[src/rtl/wdtip_cfg.svh]
`ifndef WDTIP_CFG_SVH
`define WDTIP_CFG_SVH

// I/O port addresses
`define WDTIP_ADDR_INDEX 16'h002e
`define WDTIP_ADDR_DATA 16'h002f

// Key bytes on the index port
`define WDTIP_KEY_ENTER 8'h87
`define WDTIP_KEY_EXIT 8'haa

// Register indexes
`define WDTIP_IDX_GROUP 8'h07
`define WDTIP_IDX_ACT 8'h30
`define WDTIP_IDX_UNIT 8'hf5
`define WDTIP_IDX_COUNT 8'hf6
`define WDTIP_IDX_CTRL 8'hf7

// Group selector value of the watchdog group
`define WDTIP_GROUP_WDT 8'h08

// Field positions
`define WDTIP_ACT_ON_BIT 0
`define WDTIP_UNIT_MIN_BIT 3
`define WDTIP_UNIT_FAST_BIT 4
`define WDTIP_CTRL_MS_BIT 7
`define WDTIP_CTRL_KB_BIT 6
`define WDTIP_CTRL_FORCE_BIT 5
`define WDTIP_CTRL_STAT_BIT 4

// Reset values
`define WDTIP_RST_BYTE 8'h00
`define WDTIP_RST_COUNT 8'h00
`define WDTIP_RST_BIT 1'b0

// Timing
`define WDTIP_CLK_NS 25
`define WDTIP_MS_NS 1000000
`define WDTIP_MS_CYC (`WDTIP_MS_NS / `WDTIP_CLK_NS)
`define WDTIP_SEC_MS 1000
`define WDTIP_MIN_MS 60000
`define WDTIP_FAST_DIV 1000

`endif

[src/rtl/wdtip_pkg.sv]
package wdtip_pkg;

  typedef enum logic [1:0] {
    WDTIP_LOCKED = 2'b00,
    WDTIP_KEY1 = 2'b01,
    WDTIP_OPEN = 2'b10
  } wdtip_cfg_t;

  typedef struct packed {
    wdtip_cfg_t cfg;
    logic [7:0] index;
    logic [7:0] group;
    logic act;
    logic unit_min;
    logic unit_fast;
    logic [7:0] count;
    logic [7:0] remain;
    logic kb_en;
    logic ms_en;
    logic status;
    logic expire_q;
    logic kb_q;
    logic ms_q;
    logic [7:0] rdata;
  } wdtip_state_t;

endpackage : wdtip_pkg

[src/rtl/wdtip_sync.sv]
`timescale 1ns/1ps
module wdtip_sync (
  input wire logic clk,
  input wire logic srst,
  input wire logic din,
  output logic dout
);
  typedef struct packed {
    logic s1;
    logic s2;
    logic s3;
    logic filt;
  } wdtip_sync_t;

  wdtip_sync_t st_reg;
  wdtip_sync_t st_next;

  // Level accepted once stages two and three agree
  always_comb begin
    st_next = st_reg;
    st_next.s1 = din;
    st_next.s2 = st_reg.s1;
    st_next.s3 = st_reg.s2;
    if (st_reg.s2 == st_reg.s3) begin
      st_next.filt = st_reg.s3;
    end
  end

  always_ff @(posedge clk) begin
    if (srst) begin
      st_reg <= '0;
    end else begin
      st_reg <= st_next;
    end
  end

  assign dout = st_reg.filt;
endmodule : wdtip_sync

[src/rtl/wdtip_tick.sv]
`timescale 1ns/1ps
module wdtip_tick #(
  parameter int W = 16
) (
  input wire logic clk,
  input wire logic srst,
  input wire logic clr,
  input wire logic en,
  input wire logic [W-1:0] limit,
  output logic pulse
);
  typedef struct packed {
    logic [W-1:0] cnt;
    logic pulse;
  } wdtip_tick_t;

  wdtip_tick_t st_reg;
  wdtip_tick_t st_next;

  // One pulse every limit enabled cycles
  always_comb begin
    st_next = st_reg;
    st_next.pulse = 1'b0;
    if (clr) begin
      st_next.cnt = '0;
    end else if (en) begin
      if (st_reg.cnt >= limit - W'(1)) begin
        st_next.cnt = '0;
        st_next.pulse = 1'b1;
      end else begin
        st_next.cnt = st_reg.cnt + W'(1);
      end
    end
  end

  always_ff @(posedge clk) begin
    if (srst) begin
      st_reg <= '0;
    end else begin
      st_reg <= st_next;
    end
  end

  assign pulse = st_reg.pulse;
endmodule : wdtip_tick

[src/rtl/wdtip_top.sv]
// Summary of operation
// - Byte ports: index low, data high
// - Two enter keys unlock configuration
// - Exit key locks configuration again
// - Activation bit enables, reset disabled
// - Unit bit: seconds default, minutes
// - Fast bit ticks thousand times faster
// - Zero count holds timer stopped
// - Nonzero count expiry raises timeout
// - Count write restarts from new value
// - Keyboard activity restart enable, default off
// - Force bit makes timeout, self-clears
// - Status bit reads one after timeout
// - Top bit enables mouse activity restart
`timescale 1ns/1ps
`include "wdtip_cfg.svh"
module wdtip_top #(
  parameter int MS_CYCLES = `WDTIP_MS_CYC
) (
  input wire logic CLK,
  input wire logic SRST,
  input wire logic [15:0] IO_ADDR,
  input wire logic IO_WR,
  input wire logic IO_RD,
  input wire logic [7:0] IO_WDATA,
  output logic [7:0] IO_RDATA,
  input wire logic KB_ACT,
  input wire logic MS_ACT,
  output logic WDT_TIMEOUT,
  output logic WDT_EXPIRE,
  output logic CFG_OPEN
);
  import wdtip_pkg::*;

  localparam wdtip_state_t RST_STATE = '{
    cfg: WDTIP_LOCKED,
    index: `WDTIP_RST_BYTE,
    group: `WDTIP_RST_BYTE,
    act: `WDTIP_RST_BIT,
    unit_min: `WDTIP_RST_BIT,
    unit_fast: `WDTIP_RST_BIT,
    count: `WDTIP_RST_COUNT,
    remain: `WDTIP_RST_COUNT,
    kb_en: `WDTIP_RST_BIT,
    ms_en: `WDTIP_RST_BIT,
    status: `WDTIP_RST_BIT,
    expire_q: `WDTIP_RST_BIT,
    kb_q: `WDTIP_RST_BIT,
    ms_q: `WDTIP_RST_BIT,
    rdata: `WDTIP_RST_BYTE
  };

  wdtip_state_t st_reg;
  wdtip_state_t st_next;

  logic idx_wr;
  logic idx_rd;
  logic dat_wr;
  logic dat_rd;
  logic is_open;
  logic wdt_sel;
  logic running;
  logic ms_pulse;
  logic unit_pulse;
  logic kb_lvl;
  logic ms_lvl;
  logic kb_rise;
  logic ms_rise;
  logic restart;
  logic expire;
  logic force_to;
  logic clr_stat;
  logic [7:0] load_val;
  logic [7:0] rd_mux;
  logic [15:0] unit_limit;

  // Port decode
  assign idx_wr = IO_WR && (IO_ADDR == `WDTIP_ADDR_INDEX);
  assign idx_rd = IO_RD && (IO_ADDR == `WDTIP_ADDR_INDEX);
  assign dat_wr = IO_WR && (IO_ADDR == `WDTIP_ADDR_DATA);
  assign dat_rd = IO_RD && (IO_ADDR == `WDTIP_ADDR_DATA);
  assign is_open = (st_reg.cfg == WDTIP_OPEN);
  assign wdt_sel = (st_reg.group == `WDTIP_GROUP_WDT);

  // Countdown advances only when enabled with a live count
  assign running = st_reg.act && (st_reg.count != 8'h00) && (st_reg.remain != 8'h00);

  assign kb_rise = kb_lvl && !st_reg.kb_q;
  assign ms_rise = ms_lvl && !st_reg.ms_q;

  // Unit length in milliseconds
  always_comb begin
    case ({st_reg.unit_fast, st_reg.unit_min})
      2'b00: unit_limit = 16'(`WDTIP_SEC_MS);
      2'b01: unit_limit = 16'(`WDTIP_MIN_MS);
      2'b10: unit_limit = 16'(`WDTIP_SEC_MS / `WDTIP_FAST_DIV);
      2'b11: unit_limit = 16'(`WDTIP_MIN_MS / `WDTIP_FAST_DIV);
      default: unit_limit = 16'(`WDTIP_SEC_MS);
    endcase
  end

  wdtip_tick #(
    .W(16)
  ) u_ms_tick (
    .clk(CLK),
    .srst(SRST),
    .clr(restart),
    .en(1'b1),
    .limit(16'(MS_CYCLES)),
    .pulse(ms_pulse)
  );

  wdtip_tick #(
    .W(16)
  ) u_unit_tick (
    .clk(CLK),
    .srst(SRST),
    .clr(restart || !running),
    .en(ms_pulse && running),
    .limit(unit_limit),
    .pulse(unit_pulse)
  );

  wdtip_sync u_kb_sync (
    .clk(CLK),
    .srst(SRST),
    .din(KB_ACT),
    .dout(kb_lvl)
  );

  wdtip_sync u_ms_sync (
    .clk(CLK),
    .srst(SRST),
    .din(MS_ACT),
    .dout(ms_lvl)
  );

  // Data port read view
  always_comb begin
    rd_mux = 8'h00;
    if (st_reg.index == `WDTIP_IDX_GROUP) begin
      rd_mux = st_reg.group;
    end else if (wdt_sel) begin
      case (st_reg.index)
        `WDTIP_IDX_ACT: rd_mux[`WDTIP_ACT_ON_BIT] = st_reg.act;
        `WDTIP_IDX_UNIT: begin
          rd_mux[`WDTIP_UNIT_MIN_BIT] = st_reg.unit_min;
          rd_mux[`WDTIP_UNIT_FAST_BIT] = st_reg.unit_fast;
        end
        `WDTIP_IDX_COUNT: rd_mux = st_reg.count;
        `WDTIP_IDX_CTRL: begin
          rd_mux[`WDTIP_CTRL_MS_BIT] = st_reg.ms_en;
          rd_mux[`WDTIP_CTRL_KB_BIT] = st_reg.kb_en;
          rd_mux[`WDTIP_CTRL_STAT_BIT] = st_reg.status;
        end
        default: rd_mux = 8'h00;
      endcase
    end
  end

  always_comb begin
    st_next = st_reg;
    restart = 1'b0;
    expire = 1'b0;
    force_to = 1'b0;
    clr_stat = 1'b0;
    load_val = st_reg.count;
    st_next.kb_q = kb_lvl;
    st_next.ms_q = ms_lvl;

    // Configuration lock sequencer
    case (st_reg.cfg)
      WDTIP_LOCKED: begin
        if (idx_wr && IO_WDATA == `WDTIP_KEY_ENTER) begin
          st_next.cfg = WDTIP_KEY1;
        end
      end
      WDTIP_KEY1: begin
        if (idx_wr) begin
          st_next.cfg = (IO_WDATA == `WDTIP_KEY_ENTER) ? WDTIP_OPEN : WDTIP_LOCKED;
        end
      end
      WDTIP_OPEN: begin
        if (idx_wr) begin
          if (IO_WDATA == `WDTIP_KEY_EXIT) begin
            st_next.cfg = WDTIP_LOCKED;
          end else begin
            st_next.index = IO_WDATA;
          end
        end
      end
      default: st_next.cfg = WDTIP_LOCKED;
    endcase

    // Activity restarts
    if ((kb_rise && st_reg.kb_en) || (ms_rise && st_reg.ms_en)) begin
      restart = 1'b1;
    end

    // Register writes, only while unlocked
    if (dat_wr && is_open) begin
      if (st_reg.index == `WDTIP_IDX_GROUP) begin
        st_next.group = IO_WDATA;
      end else if (wdt_sel) begin
        case (st_reg.index)
          `WDTIP_IDX_ACT: st_next.act = IO_WDATA[`WDTIP_ACT_ON_BIT];
          `WDTIP_IDX_UNIT: begin
            st_next.unit_min = IO_WDATA[`WDTIP_UNIT_MIN_BIT];
            st_next.unit_fast = IO_WDATA[`WDTIP_UNIT_FAST_BIT];
          end
          `WDTIP_IDX_COUNT: begin
            st_next.count = IO_WDATA;
            load_val = IO_WDATA;
            restart = 1'b1;
          end
          `WDTIP_IDX_CTRL: begin
            st_next.ms_en = IO_WDATA[`WDTIP_CTRL_MS_BIT];
            st_next.kb_en = IO_WDATA[`WDTIP_CTRL_KB_BIT];
            force_to = IO_WDATA[`WDTIP_CTRL_FORCE_BIT];
            clr_stat = !IO_WDATA[`WDTIP_CTRL_STAT_BIT];
          end
          default: begin
          end
        endcase
      end
    end

    // Countdown
    if (restart) begin
      st_next.remain = load_val;
    end else if (unit_pulse && running) begin
      if (st_reg.remain == 8'h01) begin
        expire = 1'b1;
        st_next.remain = 8'h00;
      end else begin
        st_next.remain = st_reg.remain - 8'h01;
      end
    end

    // Sticky status, set wins over clear
    if (clr_stat) begin
      st_next.status = 1'b0;
    end
    if (expire || force_to) begin
      st_next.status = 1'b1;
    end
    st_next.expire_q = expire || force_to;

    // Registered read data
    if (idx_rd) begin
      st_next.rdata = is_open ? st_reg.index : 8'h00;
    end else if (dat_rd) begin
      st_next.rdata = is_open ? rd_mux : 8'h00;
    end
  end

  always_ff @(posedge CLK) begin
    if (SRST) begin
      st_reg <= RST_STATE;
    end else begin
      st_reg <= st_next;
    end
  end

  assign IO_RDATA = st_reg.rdata;
  assign WDT_TIMEOUT = st_reg.status;
  assign WDT_EXPIRE = st_reg.expire_q;
  assign CFG_OPEN = st_reg.cfg == WDTIP_OPEN;

  chk_unlock_pair: assert property (
    @(posedge CLK) disable iff (SRST)
    (st_reg.cfg == WDTIP_KEY1 && idx_wr && IO_WDATA == `WDTIP_KEY_ENTER)
      |=> CFG_OPEN)
    else $error("two enter keys did not unlock");

  chk_single_key: assert property (
    @(posedge CLK) disable iff (SRST)
    (st_reg.cfg == WDTIP_LOCKED && !idx_wr) |=> !CFG_OPEN)
    else $error("unlocked without key pair");

  chk_exit_lock: assert property (
    @(posedge CLK) disable iff (SRST)
    (CFG_OPEN && idx_wr && IO_WDATA == `WDTIP_KEY_EXIT) |=> !CFG_OPEN)
    else $error("exit key did not lock");

  chk_locked_write: assert property (
    @(posedge CLK) disable iff (SRST)
    (!CFG_OPEN && dat_wr) |=> ($stable(st_reg.count) && $stable(st_reg.act)
      && $stable(st_reg.group)))
    else $error("locked write changed a register");

  chk_count_reload: assert property (
    @(posedge CLK) disable iff (SRST)
    (CFG_OPEN && wdt_sel && dat_wr && st_reg.index == `WDTIP_IDX_COUNT)
      |=> (st_reg.remain == $past(IO_WDATA) && st_reg.count == $past(IO_WDATA)))
    else $error("count write did not restart countdown");

  chk_force_event: assert property (
    @(posedge CLK) disable iff (SRST)
    (CFG_OPEN && wdt_sel && dat_wr && st_reg.index == `WDTIP_IDX_CTRL
      && IO_WDATA[`WDTIP_CTRL_FORCE_BIT]) |=> (WDT_TIMEOUT && WDT_EXPIRE) ##1 !WDT_EXPIRE)
    else $error("forced timeout missing or not one cycle");

  chk_status_cause: assert property (
    @(posedge CLK) disable iff (SRST)
    $rose(WDT_TIMEOUT) |-> $past(expire || force_to))
    else $error("timeout without expiry or force");

  chk_status_sticky: assert property (
    @(posedge CLK) disable iff (SRST)
    (WDT_TIMEOUT && !clr_stat) |=> WDT_TIMEOUT)
    else $error("timeout status dropped without clear");

  chk_zero_stops: assert property (
    @(posedge CLK) disable iff (SRST)
    (st_reg.count == 8'h00) |-> (st_reg.remain == 8'h00 && !running))
    else $error("zero count left timer running");

  chk_disabled_hold: assert property (
    @(posedge CLK) disable iff (SRST)
    (!st_reg.act && !restart) |=> $stable(st_reg.remain))
    else $error("countdown moved while disabled");

  chk_reset_values: assert property (
    @(posedge CLK)
    SRST |=> (!CFG_OPEN && !st_reg.act && st_reg.count == 8'h00 && !st_reg.kb_en
      && !st_reg.unit_min && !WDT_TIMEOUT))
    else $error("reset values wrong");

endmodule : wdtip_top

[config.mk]
export PLATFORM = sky130hd
export DESIGN_NAME = wdtip_top
export DESIGN_NICKNAME = d
export VERILOG_FILES = /design/src/rtl/wdtip_pkg.sv /design/src/rtl/wdtip_sync.sv /design/src/rtl/wdtip_tick.sv /design/src/rtl/wdtip_top.sv
export VERILOG_INCLUDE_DIRS = /design/src /design/src/rtl
export SDC_FILE = /design/constraint.sdc
export NUM_CORES = 1
export LEC_CHECK = 0
export ABC_AREA = 1
export BUFFER_PORTS_ARGS = -buffer_cell sky130_fd_sc_hd__buf_2
export CAP_MARGIN = 20
export CORE_ASPECT_RATIO = 0.5
export CORE_MARGIN = 3
export CORE_UTILIZATION = 61
export CTS_CLUSTER_DIAMETER = 50
export DETAILED_ROUTE_END_ITERATION = 7
export MAX_ROUTING_LAYER = met4
export PLACE_DENSITY = 0.82
export SLEW_MARGIN = 10
export SYNTH_ARGS = -nofsm -noshare
export SYNTH_HDL_FRONTEND = slang
export SYNTH_SLANG_ARGS = --single-unit
[constraint.sdc]
create_clock -name CLK -period 3 [get_ports CLK]
set_input_delay 0.6 -clock CLK [delete_from_list [all_inputs] [get_ports CLK]]
set_output_delay 0.6 -clock CLK [all_outputs]
set_load 0.01 [all_outputs]
# [Yosys cells after proc, flatten, opt, wreduce, memory -nomap -nowiden]
# Index checks and enable logic that the tools add are counted.
[classes] n_addsub=4 n_lt_le_gt_ge=2 n_eq_ne=22 muxes=48 bitwise_logic=3 reduce_logical=39
[ops] op="2-to-1 mux 8 bit" count=14
[ops] op="one-hot mux 16 bit (4 select lines)" count=1
[ops] op="equality test 8 bit (second input constant)" count=5
[ops] op="adder 16 x 1 -> 16 bit (second input constant)" count=2
[ops] op="equality test 16 x 6 -> 1 bit (second input constant)" count=2
[ops] op="2-to-1 mux 1 bit" count=21
[ops] op="greater-or-equal comparator 16 bit" count=1
[ops] op="greater-or-equal comparator 16 bit (second input constant)" count=1
[ops] op="2-to-1 mux 16 bit" count=1
[ops] op="AND reduction 4 bit" count=4
[ops] op="nonzero test 8 bit" count=2
[ops] op="subtractor 16 x 1 -> 16 bit (second input constant)" count=1
[ops] op="logical AND 1 bit" count=14
[ops] op="2-to-1 mux 10 bit" count=1
[ops] op="2-to-1 mux 2 bit" count=5
[ops] op="equality test 8 x 1 -> 1 bit (second input constant)" count=1
[ops] op="equality test 8 x 3 -> 1 bit (second input constant)" count=1
[ops] op="equality test 8 x 4 -> 1 bit (second input constant)" count=1
[ops] op="equality test 8 x 6 -> 1 bit (second input constant)" count=1
[ops] op="subtractor 8 x 1 -> 8 bit (second input constant)" count=1
[ops] op="equality test 2 bit (second input constant)" count=3
[ops] op="!= test 2 bit (second input constant)" count=3
[ops] op="one-hot mux 2 bit (3 select lines)" count=1
[ops] op="AND reduction 3 bit" count=2
[ops] op="14 further kinds" count=29
[totals] register_bits=93 output_inout_bits=11

# [Logic depth before layout (Yosys ltp)]
[logic_depth] word_depth=12 mapped_depth=15

# [Modules after synthesis]
# A second synthesis with hierarchy kept.
[hier_totals] hier_cells=1000 hier_area_um2=6732.7
[by_module_without_submodules] mod="wdtip_top" instances=1 cells_each=514 area_each_um2=3389.5 seq_area_each_um2=1021.0
[by_module_without_submodules] mod="wdtip_tick at u_unit_tick" instances=1 cells_each=234 area_each_um2=1557.7 seq_area_each_um2=340.3
[by_module_without_submodules] mod="wdtip_tick at u_ms_tick" instances=1 cells_each=226 area_each_um2=1542.7 seq_area_each_um2=340.3
[by_module_without_submodules] mod="wdtip_sync" instances=2 cells_each=13 area_each_um2=121.4 seq_area_each_um2=80.1

# [Worst setup path after synthesis]
# Ideal clock, no wire load.
[synth_path] kind="register to register" from="register st_reg[30] in the netlist's numbering" to="register u_unit_tick.st_reg[7] in the netlist's numbering" setup_time_ns=0.119 t_arrival_ns=1.977 required_time_ns=2.881 path_slack_ns=0.904 stages_incl_launch_ff=13 n_path_buf=1 synth_period_minus_slack_ns=2.096 path_cell_list="dfxtp_1 > inv_1 > ha_1 > inv_1 > ha_1 > nand2_1 > nor4_1 > nand3_1 > nand3_1 > nand2_1 > nand2_4 > buf_6 > nor2_2"
[synth_via] elab_chain_cells=5 elab_cells_between_ends=8 classes_between="add/sub (1); order compare (1); eq/ne (3); mux (2); reduce/logical (1)"
[synth_lines] element="start, declared" line="wdtip_top.sv:53" text="wdtip_state_t st_reg;"
[synth_lines] element="start signal, assigned" line="wdtip_top.sv:261" text="st_reg <= st_next;"
[synth_lines] element="equality test 2 bit (tied with other cells)" line="wdtip_top.sv:93" text="case ({st_reg.unit_fast, st_reg.unit_min})"
[synth_lines] element="one-hot mux 16 bit (4 select lines) *" line="wdtip_top.sv:93"
[synth_lines] element="subtractor 16 x 1 -> 16 bit *" line="wdtip_tick.sv:27" text="if (st_reg.cnt >= limit - W'(1)) begin"
[synth_lines] element="greater-or-equal comparator 16 bit *" line="wdtip_tick.sv:27"
[synth_lines] element="2-to-1 mux 16 bit *" line="wdtip_tick.sv:27"
[synth_lines] element="end signal, assigned" line="wdtip_tick.sv:40" text="st_reg <= st_next;"
[synth_lines] element="end, declared" line="wdtip_tick.sv:17" text="wdtip_tick_t st_reg;"
# Mark *: on every way between the ends. The rest lies on a longest branch, timed or not. The select of a mux whose other input is x is not followed.
# A chain may end at the register's enable or synchronous reset.

# [Worst setup path after layout]
[layout_path] from="register st_reg[30] in the netlist's numbering" to="register u_unit_tick.st_reg[16] in the netlist's numbering"
# The elaborated chain is that of the path after synthesis.

==> impl_metrics.csv <==
group,metric,value,unit
power_and_ir_drop,seqPwrFrac,0.509,
critical_path,crit_type,"reg2reg",
critical_path,ff2ff_path_depth,12,
detailed_routing,wl_met1,5690,um
timing,fin_setup_tns,0,ns
clocking,post_cts_buffers,0,
timing,clock.fmax,0.428,GHz
detailed_routing,dr_wl_met3,795,um
place,io_buffers,40,
status,status,"finished, final reports clean",
finish,seq_area,1860,um^2
yosys,synth_area_per_cell,6.77,um^2
die,rows,23,
yosys,yosysWarnings,0,
detailed_routing,via_count,5001,
detailed_routing,first_iter_violations,299,
critical_path,start_kind,"register",
global_routing,grt_max_degree,38,
hold_path,hp-start,"u_ms_sync.st_next[2]",
critical_path,critical_path_required,3.29,ns
yosys,synth_top_cell_area_share,0.348,
power_and_ir_drop,p_per_area,417,nW/um^2
global_routing,grt_pass1_vias,4458,
timing,setup_viol,0,
critical_path,rr_startpoint,"st_reg[30]",
detailed_routing,vias_per_cell,5.33,
power_and_ir_drop,clockPowerShare,0.458,
timing,slew_headroom,0.591,
power_and_ir_drop,total_power,2450,uW
yosys,ys_seq_area_frac,0.348,
timing,final_max_slew_viol_count,0,
global_routing,grt_pass1_wl,20800,um
finish,syn_to_final_growth,9.77,%
power_and_ir_drop,p_switching,521,uW
power_and_ir_drop,switching_share,0.213,
finish,fill_cells,748,
global_routing,gr-usage-all-layers,0.261,
detailed_routing,drc_errors,0,
yosys,synth_area_leaders,"dfxtp_1 35%, nand2_1 11%, nor2_1 10%",
power_and_ir_drop,p_leak,0.00263,uW
yosys,synth_cell_types,36,
yosys,synth-edff-count,0,
detailed_routing,drtPass1Iterations,5,
timing,worst_slew_pin_slew,0.611,ns
clocking,ctsRootBufferMaster,"clkbuf_16",
place,routabilityCongestion,0.902,
yosys,synth_cells,791,
power_and_ir_drop,vdd.ir_drop.worst,0.000289,V
finish,nets,881,
place,place_hpwl,9070,um
power_and_ir_drop,p_comb_frac,0.033,
die,die_y,72.2,um
timing,finalHoldViolations,0,
clocking,numCtsBuffers,9,
clocking,cts_max_path_buffers,2,
critical_path,worst-path-max-fanout,16,
timing,period_share,0.779,
critical_path,endpoint_kind,"register",
power_and_ir_drop,p_int,1930,uW
detailed_routing,drt-total-wl,12000,um
critical_path,reg2reg_slack,0.66,ns
run,timing.max_cap.violations,0,
yosys,syn_area,5350,um^2
die,die_width,138,um
hold_path,min_to,"u_ms_sync.st_next[1]",
timing,hold_slack,0.414,ns
detailed_routing,wire_per_inst,12.8,um
yosys,ys_seq_elements,93,
hold_path,min-delay-path-class,"reg2reg",
timing,min_period,2.34,ns
clocking,cts-hold-fix-buffers,0,
clocking,cts_tree,"done",
detailed_routing,ant_nets,0,
global_routing,antenna_found_initial,0,
finish,final_util,0.711,
die,initial_utilization,0.648,
die,core_area,8260,um^2
global_routing,grt_overflow,0,
timing,rsz0062_at_grt,"false",
critical_path,r2r_end,"u_unit_tick.st_reg[16]",
finish,drive_gt1_frac,0.122,
yosys,synthFlopType,"dfxtp_1",
yosys,yosysMostFrequentCell,"nand2_1",
clocking,clock-sinks,93,
finish,diodes,0,
detailed_routing,wl_met2,5350,um
critical_path,arrival,2.62,ns
yosys,yosysTopAreaCell,"dfxtp_1",
timing,finClkSkew,0.00782,ns
yosys,synthArstFlopShare,0,
finish,multi_input_area,2960,um^2
hold_path,hold_depth,2,
yosys,yosys-top-cells-count,"156 x nand2_1, 148 x nor2_1, 102 x inv_1",
clocking,post_cts_resized,0,
clocking,clock_latency,0.35,ns
clocking,htreeDepth,3,
clocking,path_clk_slew,0.07,ns
die,ios,41,
die,die_area,10000,um^2
finish,largest_register_ffs,41,
detailed_routing,highest_layer,"met4",
[worst max-delay path: stages (launching register included)]
cell	delay, ns
dfxtp_1	0.48
inv_1	0.17
ha_1	0.33
ha_1	0.29
a21oi_1	0.18
nor2_1	0.06
nor3_1	0.14
nand2_1	0.08
nand2_1	0.06
nand3_1	0.06
nand2_1	0.12
nand2_4	0.16
nor2_1	0.14
[metal layers]
layer	global-route usage	vias to the layer above
met5	-	-
met4	0.0745	0
met3	0.0560	17
met2	0.422	150
met1	0.336	2244
li1	-	2590
[power by group through the flow]
stage | logic [uW] | clock network (uW) | registers, uW
6_report | 80.4 | 1120 | 1240
5_1_grt | 89.9 | 1190 | 1240
2_1_floorplan | 41.5 | 0 | 1270
4_1_cts | 80.2 | 1130 | 1240
3_3_place_gp | 78.3 | 0 | 1270
3_5_place_dp | 79.6 | 0 | 1270
[stage by stage]
step	worst slack (ns)	cell area, um^2	cells
after CTS	0.681	5870	939
final	0.662	5870	939
after global routing	0.462	5870	939
after floorplan	0.904	5360	792
after detailed placement	0.711	5590	925
after global placement	0.789	5590	925
[logic make-up (layout without fill, tap and decap cells)]
| group | after synthesis | count (layout) | synth area share |
|---|---|---|---|
| AND/OR/NAND/NOR | 441 | 441 | 0.370 |
| buffers and inverters | 129 | 164 | 0.101 |
| flip-flops | 93 | 93 | 0.348 |
| AO/OA/AOI/OAI | 84 | 84 | 0.0919 |
| adder cells (fa/ha/maj) | 27 | 27 | 0.0631 |
| XOR/XNOR | 16 | 16 | 0.0262 |
| other | 1 | 2 | 0.000701 |
[cell type report]
cell class | instances | share of cell area
inverters | 106 | 0.0677
clock inverters | 4 | 0.00852
clock buffers | 10 | 0.0407
multi-input cells | 570 | 0.503
flip-flops and latches | 93 | 0.317
well taps | 112 | 0.0239
repair buffers | 44 | 0.0392
[layout by cell type (no fill, tap or decap), types with 12 or more instances in the layout]
cell type,Yosys,layout
a211oi_1,12,12
a21oi_1,26,26
buf_2,4,40
dfxtp_1,93,93
ha_1,27,27
inv_1,102,102
nand2_1,156,156
nand3_1,57,57
nand4_1,25,25
nor2_1,148,148
nor2_2,21,21
nor3_1,16,16
o21ai_0,29,29
[worst max-delay path by stage]
stage | slack [ns] | to | cells past startpoint | from
global route | 0.46 | u_unit_tick.st_reg[6] | 11 | st_reg[30]
finish | 0.66 | u_unit_tick.st_reg[16] | 12 | st_reg[30]
global placement | 0.79 | u_unit_tick.st_reg[14] | 11 | st_reg[30]
CTS | 0.68 | u_unit_tick.st_reg[12] | 12 | st_reg[30]
floorplan | 0.90 | u_unit_tick.st_reg[7] | 12 | st_reg[30]
detailed placement | 0.71 | u_unit_tick.st_reg[12] | 12 | st_reg[30]
Power figures use the tool's default switching activity.
